`src/core/bcd_alu_pkg.sv`:
```
/*
  Shared constants, types and helper functions of the BCD compare/add/sub unit.
  Assumes operands are four packed BCD digits, least significant digit in 3:0.
*/
// Behaviour
// - Condition off: nothing changes; a running compare still completes and writes its result
// - N from base low digit, N+1 ranges
// - Range word pair: lower then upper limit
// - Lower below upper: bit k set inside
// - Lower above upper: bit k set outside
// - Compare reads live table values throughout
// - Indirect addressing fault sets error flag
// - Add: augend plus addend plus carry
// - Add carry set when sum exceeds 9999
// - Add error on non BCD operand
// - Zero flag follows add/sub result
// - Subtract: minuend less subtrahend less carry
// - Subtract as 10000 plus minuend, complement
// - Subtract carry when minuend below subtrahend+carry
// - Subtract error on non BCD operand
package bcd_alu_pkg;

  ////////////////////////////////////////////////////////////////////////////
  // Widths and sizes
  localparam int WORD_W      = 16;
  localparam int DIGITS      = 4;
  localparam int DIGIT_W     = 4;
  localparam int MAX_N       = 9;
  localparam int TABLE_WORDS = 2 * MAX_N + 3;
  localparam int IDX_W       = 5;
  localparam int K_W         = 4;

  ////////////////////////////////////////////////////////////////////////////
  // Field positions and values
  localparam int SIZE_DIGIT_LSB          = 0;
  localparam logic [3:0] MAX_BCD_DIGIT   = 4'h9;
  localparam logic [3:0] MAX_N_DIGIT     = 4'h9;
  localparam logic [15:0] RESULT_RESET   = 16'h0000;
  localparam logic [15:0] ZERO_WORD      = 16'h0000;
  localparam int DEC_MODULUS             = 10000;
  localparam int DEC_MAX                 = 9999;

  ////////////////////////////////////////////////////////////////////////////
  // Types
  typedef enum logic [1:0] {
    OP_BCMP,
    OP_CLC,
    OP_ADD,
    OP_SUB
  } op_code_t;

  typedef enum {
    ST_IDLE,
    ST_CMP
  } state_t;

  typedef struct packed {
    op_code_t          op;
    logic [WORD_W-1:0] word_a;
    logic [WORD_W-1:0] word_b;
  } op_req_t;

  typedef struct packed {
    logic carry;
    logic zero;
    logic error;
  } flags_t;

  typedef logic [TABLE_WORDS-1:0][WORD_W-1:0] range_table_t;

  localparam flags_t FLAGS_RESET = '{carry: 1'b0, zero: 1'b0, error: 1'b0};

  ////////////////////////////////////////////////////////////////////////////
  // Helpers
  function automatic logic bcd_ok(input logic [WORD_W-1:0] w);
    logic ok;
    ok = 1'b1;
    for (int i = 0; i < DIGITS; i++) begin
      if (w[i*DIGIT_W +: DIGIT_W] > MAX_BCD_DIGIT) begin
        ok = 1'b0;
      end
    end
    return ok;
  endfunction

  function automatic int bcd_to_bin(input logic [WORD_W-1:0] w);
    int v;
    v = 0;
    for (int i = DIGITS - 1; i >= 0; i--) begin
      v = v * 10 + int'(w[i*DIGIT_W +: DIGIT_W]);
    end
    return v;
  endfunction

endpackage

```
`src/core/bcd_compare_add_sub_unit.sv`:
```
/*
  BCD datapath: block range compare, clear carry, add and subtract,
  with carry, zero and error flags held here.
  Assumes the scan engine drives operands, table and fault on i_clk_sys.
*/
`timescale 1ns/1ps
module bcd_compare_add_sub_unit (
  // Clock and reset
  input  wire logic                      i_clk_sys,
  input  wire logic                      i_rstn,
  // Operation request
  input  wire logic                      i_exec_cond,
  input  wire bcd_alu_pkg::op_req_t      i_req,
  input  wire logic                      i_indirect_fault,
  // Range table, word 0 is the base word
  input  wire bcd_alu_pkg::range_table_t i_range_table,
  // Results
  output logic [bcd_alu_pkg::WORD_W-1:0] o_result,
  output bcd_alu_pkg::flags_t            o_flags,
  output logic                           o_busy,
  output logic                           o_done
);

  ////////////////////////////////////////////////////////////////////////////
  // Declarations
  bcd_alu_pkg::state_t               state_q;
  logic [bcd_alu_pkg::K_W-1:0]       k_q;
  logic [bcd_alu_pkg::WORD_W-1:0]    acc_q;
  logic                              cmp_err_q;
  logic [bcd_alu_pkg::WORD_W-1:0]    result_q;
  bcd_alu_pkg::flags_t               flags_q;
  logic                              busy_q;
  logic                              done_q;

  logic                              exec_idle;
  logic                              is_sub;
  logic                              adder_cin;
  logic [bcd_alu_pkg::WORD_W-1:0]    sum;
  logic                              sum_cout;
  logic                              arith_err;
  logic [3:0]                        n_live;
  logic [3:0]                        last_k;
  logic [bcd_alu_pkg::IDX_W-1:0]     lo_idx;
  logic [bcd_alu_pkg::IDX_W-1:0]     hi_idx;
  logic [bcd_alu_pkg::WORD_W-1:0]    lo_lim;
  logic [bcd_alu_pkg::WORD_W-1:0]    hi_lim;
  logic [bcd_alu_pkg::WORD_W-1:0]    cd;
  logic                              hit;
  logic                              cmp_last;
  logic [bcd_alu_pkg::WORD_W-1:0]    acc_d;

  ////////////////////////////////////////////////////////////////////////////
  // Arithmetic path
  // An operation executes only in idle with its condition on
  assign exec_idle = i_exec_cond && (state_q == bcd_alu_pkg::ST_IDLE);
  assign is_sub    = i_req.op == bcd_alu_pkg::OP_SUB;
  // Subtract is 10000 + a - b - cy: nines complement plus inverted carry
  assign adder_cin = is_sub ? ~flags_q.carry : flags_q.carry;
  assign arith_err = !bcd_alu_pkg::bcd_ok(i_req.word_a)
                  || !bcd_alu_pkg::bcd_ok(i_req.word_b)
                  || i_indirect_fault;

  bcd_word_adder #(
    .DIGITS (bcd_alu_pkg::DIGITS)
  ) u_adder (
    .i_a    (i_req.word_a),
    .i_b    (i_req.word_b),
    .i_sub  (is_sub),
    .i_cin  (adder_cin),
    .o_sum  (sum),
    .o_cout (sum_cout)
  );

  ////////////////////////////////////////////////////////////////////////////
  // Compare path, reading the live table every cycle
  assign n_live = i_range_table[0][bcd_alu_pkg::SIZE_DIGIT_LSB +: 4];
  assign last_k = (n_live > bcd_alu_pkg::MAX_N_DIGIT) ? bcd_alu_pkg::MAX_N_DIGIT
                                                       : n_live;
  // Range k sits in words 2k+1 (lower) and 2k+2 (upper)
  assign lo_idx = {k_q, 1'b0} + 5'h01;
  assign hi_idx = {k_q, 1'b0} + 5'h02;
  assign lo_lim = i_range_table[lo_idx];
  assign hi_lim = i_range_table[hi_idx];
  assign cd     = i_req.word_a;

  // Inclusive inside, or wrap-around outside when limits are reversed
  always_comb begin
    if (lo_lim <= hi_lim) begin
      hit = (cd >= lo_lim) && (cd <= hi_lim);
    end else begin
      hit = (cd >= lo_lim) || (cd <= hi_lim);
    end
  end

  assign cmp_last = (state_q == bcd_alu_pkg::ST_CMP) && (k_q >= last_k);
  assign acc_d    = acc_q | (16'h0001 << k_q);

  ////////////////////////////////////////////////////////////////////////////
  // Compare sequencer: one range per cycle
  always_ff @(posedge i_clk_sys or negedge i_rstn) begin
    if (!i_rstn) begin
      state_q   <= bcd_alu_pkg::ST_IDLE;
      k_q       <= 4'h0;
      acc_q     <= bcd_alu_pkg::RESULT_RESET;
      cmp_err_q <= 1'b0;
      busy_q    <= 1'b0;
    end else begin
      unique case (state_q)
        bcd_alu_pkg::ST_IDLE: begin
          if (exec_idle && i_req.op == bcd_alu_pkg::OP_BCMP) begin
            state_q   <= bcd_alu_pkg::ST_CMP;
            k_q       <= 4'h0;
            acc_q     <= bcd_alu_pkg::RESULT_RESET;
            cmp_err_q <= i_indirect_fault;
            busy_q    <= 1'b1;
          end
        end
        bcd_alu_pkg::ST_CMP: begin
          if (hit) begin
            acc_q <= acc_d;
          end
          cmp_err_q <= cmp_err_q | i_indirect_fault;
          if (cmp_last) begin
            state_q <= bcd_alu_pkg::ST_IDLE;
            busy_q  <= 1'b0;
          end else begin
            k_q <= 4'(k_q + 4'h1);
          end
        end
      endcase
    end
  end

  ////////////////////////////////////////////////////////////////////////////
  // Result word and flags
  always_ff @(posedge i_clk_sys or negedge i_rstn) begin
    if (!i_rstn) begin
      result_q <= bcd_alu_pkg::RESULT_RESET;
      flags_q  <= bcd_alu_pkg::FLAGS_RESET;
      done_q   <= 1'b0;
    end else begin
      done_q <= 1'b0;
      if (exec_idle) begin
        unique case (i_req.op)
          bcd_alu_pkg::OP_CLC: begin
            flags_q.carry <= 1'b0;
            done_q        <= 1'b1;
          end
          bcd_alu_pkg::OP_ADD, bcd_alu_pkg::OP_SUB: begin
            done_q <= 1'b1;
            if (arith_err) begin
              flags_q.error <= 1'b1;
            end else begin
              result_q      <= sum;
              flags_q.carry <= is_sub ? ~sum_cout : sum_cout;
              flags_q.zero  <= sum == bcd_alu_pkg::ZERO_WORD;
              flags_q.error <= 1'b0;
            end
          end
          bcd_alu_pkg::OP_BCMP: begin
          end
        endcase
      end
      // Compare writes its result and error once, at its last range
      if (cmp_last) begin
        result_q      <= hit ? acc_d : acc_q;
        flags_q.error <= cmp_err_q | i_indirect_fault;
        done_q        <= 1'b1;
      end
    end
  end

  assign o_result = result_q;
  assign o_flags  = flags_q;
  assign o_busy   = busy_q;
  assign o_done   = done_q;

  ////////////////////////////////////////////////////////////////////////////
  // Checks
  int   ref_add;
  int   ref_sub;
  logic last_cmp_q;
  logic [3:0] last_n_q;
  logic [3:0] busy_cnt_q;

  assign ref_add = bcd_alu_pkg::bcd_to_bin(i_req.word_a)
                 + bcd_alu_pkg::bcd_to_bin(i_req.word_b) + int'(flags_q.carry);
  assign ref_sub = bcd_alu_pkg::DEC_MODULUS + bcd_alu_pkg::bcd_to_bin(i_req.word_a)
                 - bcd_alu_pkg::bcd_to_bin(i_req.word_b) - int'(flags_q.carry);

  // Remembers the size of the compare that just finished
  always_ff @(posedge i_clk_sys or negedge i_rstn) begin
    if (!i_rstn) begin
      last_cmp_q <= 1'b0;
      last_n_q   <= 4'h0;
    end else begin
      last_cmp_q <= cmp_last;
      last_n_q   <= last_k;
    end
  end

  // Counts the cycles a compare has been busy so far
  always_ff @(posedge i_clk_sys or negedge i_rstn) begin
    if (!i_rstn) begin
      busy_cnt_q <= 4'h0;
    end else begin
      busy_cnt_q <= busy_q ? 4'(busy_cnt_q + 4'h1) : 4'h0;
    end
  end
endmodule

```
`src/core/bcd_word_adder.sv`:
```
/*
  Ripple BCD adder over a word of packed digits, with optional nines
  complement of the second operand for subtraction.
  Assumes both operands hold valid BCD digits; purely combinational.
*/
`timescale 1ns/1ps
module bcd_word_adder #(
  parameter int DIGITS = 4
) (
  // Operands
  input  wire logic [4*DIGITS-1:0] i_a,
  input  wire logic [4*DIGITS-1:0] i_b,
  input  wire logic                i_sub,
  input  wire logic                i_cin,
  // Result
  output logic      [4*DIGITS-1:0] o_sum,
  output logic                     o_cout
);

  logic [DIGITS:0] carry;

  assign carry[0] = i_cin;
  assign o_cout   = carry[DIGITS];

  // One decimal digit per stage, adjusted by six past nine
  for (genvar g = 0; g < DIGITS; g++) begin : g_digit
    logic [3:0] b_d;
    logic [4:0] raw;
    logic       adj;
    assign b_d = i_sub ? 4'(4'h9 - i_b[4*g +: 4]) : i_b[4*g +: 4]; // Nines complement
    assign raw = {1'b0, i_a[4*g +: 4]} + {1'b0, b_d} + {4'h0, carry[g]};
    assign adj = raw > 5'h09;
    assign o_sum[4*g +: 4] = adj ? 4'(raw + 5'h06) : raw[3:0];
    assign carry[g+1] = adj;
  end

endmodule

```
`config.mk`:
```
export PLATFORM = sky130hd
export DESIGN_NAME = bcd_compare_add_sub_unit
export DESIGN_NICKNAME = d
export VERILOG_FILES = /design/src/core/bcd_alu_pkg.sv /design/src/core/bcd_compare_add_sub_unit.sv /design/src/core/bcd_word_adder.sv
export SDC_FILE = /design/constraint.sdc
export NUM_CORES = 1
export LEC_CHECK = 0
export ABC_AREA = 1
export BUFFER_PORTS_ARGS = -buffer_cell sky130_fd_sc_hd__buf_4
export CORE_AREA = 2 2 155 157
export CTS_CLUSTER_DIAMETER = 100
export CTS_CLUSTER_SIZE = 40
export DETAILED_ROUTE_END_ITERATION = 10
export DIE_AREA = 0 0 157 159
export PLACE_DENSITY = 0.66
export SYNTH_ARGS = -nofsm -noshare
export SYNTH_HDL_FRONTEND = slang
export SYNTH_HIERARCHICAL = 1
export SYNTH_SLANG_ARGS = --single-unit
export TNS_END_PERCENT = 50
```
`constraint.sdc`:
```
create_clock -name i_clk_sys -period 11.8 [get_ports i_clk_sys]
set_clock_uncertainty 0.1 [all_clocks]
set_input_delay 1.18 -clock i_clk_sys [delete_from_list [all_inputs] [get_ports i_clk_sys]]
set_output_delay 1.18 -clock i_clk_sys [all_outputs]
set_load 0.005 [all_outputs]
```
==> metrics.md <==
| Metric | Value |
|---|---|
| Critical path buffer and inverter count | 14 |
| Core ar. | 23,190 sq um |
| Slew Limit Headroom | 17.70% |
| Leak | 0.005873 uW |
| # port buffers | 394 |
| Initial DRC count | 823 |
| Vias in the first global route | 10.17k |
| Total power draw | 2660 uW |
| Reg clk slew, reported paths | 0.06 ns |
| Syn avg cell area | 6.111 sq um |
| Synth Register Bits | 42 |
| Largest cells by area after synthesis | dfrtp_1 13%, nand2_1 13%, ha_1 13%, o21ai_0 11%, nor2_1 7.7% |
| Placement Setup Slack | 2.182 ns |
| Reg area | 1055 sq um |
| Final Critical Period | 9.418 ns |
| P per Cell Area | 237.6 nW/um^2 |
| Antenna-violating nets left | 0 |
| Synthesis Warnings | 6 |
| Setup TNS | 0 ns |
| Clk Latency, worst-skew pair | 0.28 ns |
| Vias per cell | 5.304 |
| Yosys top cell area share | 13.14% |
| WHS | 0.4091 ns |
| Die Wd | 157 microns |
| Primary FF master, synth | dfrtp_1 |
| Initial core utilization | 34.49% |
| Register area share after synthesis | 13.14% |
| Setup ws final | 2.382 ns |
| Top cells by count, synth | 276 x nand2_1, 168 x o21ai_0, 165 x nor2_1, 151 x inv_1, 82 x ha_1 |
| Post-CTS sizing | 0 |
| Count leader, synth | nand2_1 |
| Top cell by count, worst path | inv_1 |
| Final WL | 39,450 microns |
| Max clock buf depth | 2 |
| Max cap viols | 0 |
| Number of antenna violations at the first check in global routing | 5 |
| Final hold viol count | 0 |
| First-pass GRT wire length | 57,860 microns |
| Area grow syn2layout | 40.00% |
| Root buf cell | clkbuf_16 |
| Critical path type | input pin to flip-flop |
| Sink Count | 42 |
| Tcrit/Tclk final | 79.81% |
| Post-synth EDFFs | 0 |
| Die height | 159 microns |
| CP required | 11.89 ns |
| CP max FO | 16 |
| Pre-antenna DRT Iters | 5 |
| Maximum VDD drop | 0.1731 mV |
| Routed len/inst | 20.06 microns |
| FFs w/ async S/R, synth | 100.0% |
| Cell area after synthesis | 7999 sq um |
| Total GRT Usage | 30.51% |
| Endpoint type of the worst setup path | flip-flop |
| Core Rows | 56 |
| Syn Inst Count | 1,309 |
| Layout cells sized above 1 | 28.10% |
| Slowest stage delay, CP | 0.56 ns |
| DIE AREA | 24,960 sq um |
| RSZ-0062 raised after global routing | false |
| Status | finished clean |
| # hold bufs at CTS | 0 |
| Finish-stage setup viols | 0 |
| Fin nets | 2,107 |
| Routability cong. | 1.009 |
| Syn Nets | 1,773 |
| Area of the multi-input gates | 6003 sq um |
| Slew Viols, Final | 0 |
| Crit path max-delay family | adder cells |
| DRC violations left | 0 |
| Slowest-stage cell, CP | fa_1 |
| Worst hold-check path type | flip-flop to flip-flop |
| Post-CTS Setup Bufs | 0 |
| Synth area leader | dfrtp_1 |
| CTS tree | built |
| Total CTS buffers | 5 |
| Worst endpoint data arrival time | 9.51 ns |
| Netlist cell types | 46 |
| Final global-route overflow total | 0 |
| Max Freq | 106.2 MHz |
| Worst Tran Pin Value | 1.228 ns |
| I/O pins | 395 |
| Routed vias | 10.43k |
| Fillers | 2,479 |
| H-tree Lvls | 2 |
| Crit start category | input pin |
| Largest net degree at the start of global routing | 86 |
| DP HPWL | 32,390 microns |
layout make-up:
type                            count  share of cell area (%)
Multi-Input combinational cell   1038                   53.61
Antenna cell                        3                 0.06704
Clock inverter                      2                 0.08939
Tap cell                          319                   3.564
Clock buffer                        6                   1.151
Inverter                          155                   5.218
Timing Repair Buffer              401                   26.88
Sequential cell                    42                   9.419
stage by stage:
step           util (%)  instances  cell area, sq um
5_1_grt           48.26       1964             11190
2_1_floorplan         -       1309              7999
6_report          48.28       1966             11200
4_1_cts           48.25       1963             11190
3_3_place_gp      47.65       1955             11050
3_5_place_dp      47.65       1955             11050
tightest hold or removal path: cells and delay by family (launching register included):
kind,cells,cell delay (ns)
DFF,1,0.35
and+or+nand+nor,2,0.13
flip-flops by register name (all words and copies together), names as in the netlist:
signal / count
acc_q: 16
o_result: 16
k_q: 4
o_flags: 3
cmp_err_q: 1
o_busy: 1
o_done: 1
logic make-up after synthesis:
group,after synthesis,share of synthesized area [%]
muxes,16,2.002
buffers and inverters,229,11.84
AOI/OAI and AO/OA,338,25.53
xor gates and xnor gates,11,1.298
DFF,42,13.14
and+or+nand+nor,583,31.36
adders and majority gates,90,14.83
where the power goes:
part	leakage (uW)	switching, uW	internal [uW]
Clock	0.0000706	53.2	77.6
Sequential	0.000539	44.9	191
Combinational	0.00526	1460	838
Total	0.00587	1550	1110
layout by cell type (no fill, tap or decap), drive strengths merged:
master,count
a21o,4
a21oi,48
a2bb2oi,16
a31oi,1
and2,2
buf,401
clkbuf,6
clkinv,2
dfrtp,42
diode,3
fa,8
ha,82
inv,155
mux2i,16
nand2,294
nand3,78
nand3b,2
nand4,5
nor2,165
nor3,16
nor4,5
o211ai,10
o21a,6
o21ai,170
o21bai,3
o221ai,22
o22ai,44
o32ai,14
or2,16
xnor2,7
xor2,4
path summary, 6_finish.rpt:
path                                        start                        to  slack, ns  depth (start not counted)
min in group asynchronous                  i_rstn  o_result[11]$_DFFE_PN0P_       0.79                          1
setup / recovery                        i_req[32]    o_flags[1]$_DFFE_PN0P_       2.38                         50
hold reg to reg             cmp_err_q$_DFFE_PN0P_     cmp_err_q$_DFFE_PN0P_       0.41                          2
setup reg to reg           o_flags[2]$_DFFE_PN0P_    o_flags[1]$_DFFE_PN0P_       3.34                         48
max in group asynchronous                  i_rstn        k_q[0]$_DFFE_PN0P_      10.40                          1
hold / removal              cmp_err_q$_DFFE_PN0P_     cmp_err_q$_DFFE_PN0P_       0.41                          2
routing by layer:
metal	share of wire, %	routed length (microns)	GRT usage, %
met3	10	3977	7.567
met2	45	17600	48.27
met4	2.9	1137	8.048
met5	0.051	20	0
met1	42	16710	41.32
No activity file was read; power rests on OpenSTA's default activity.
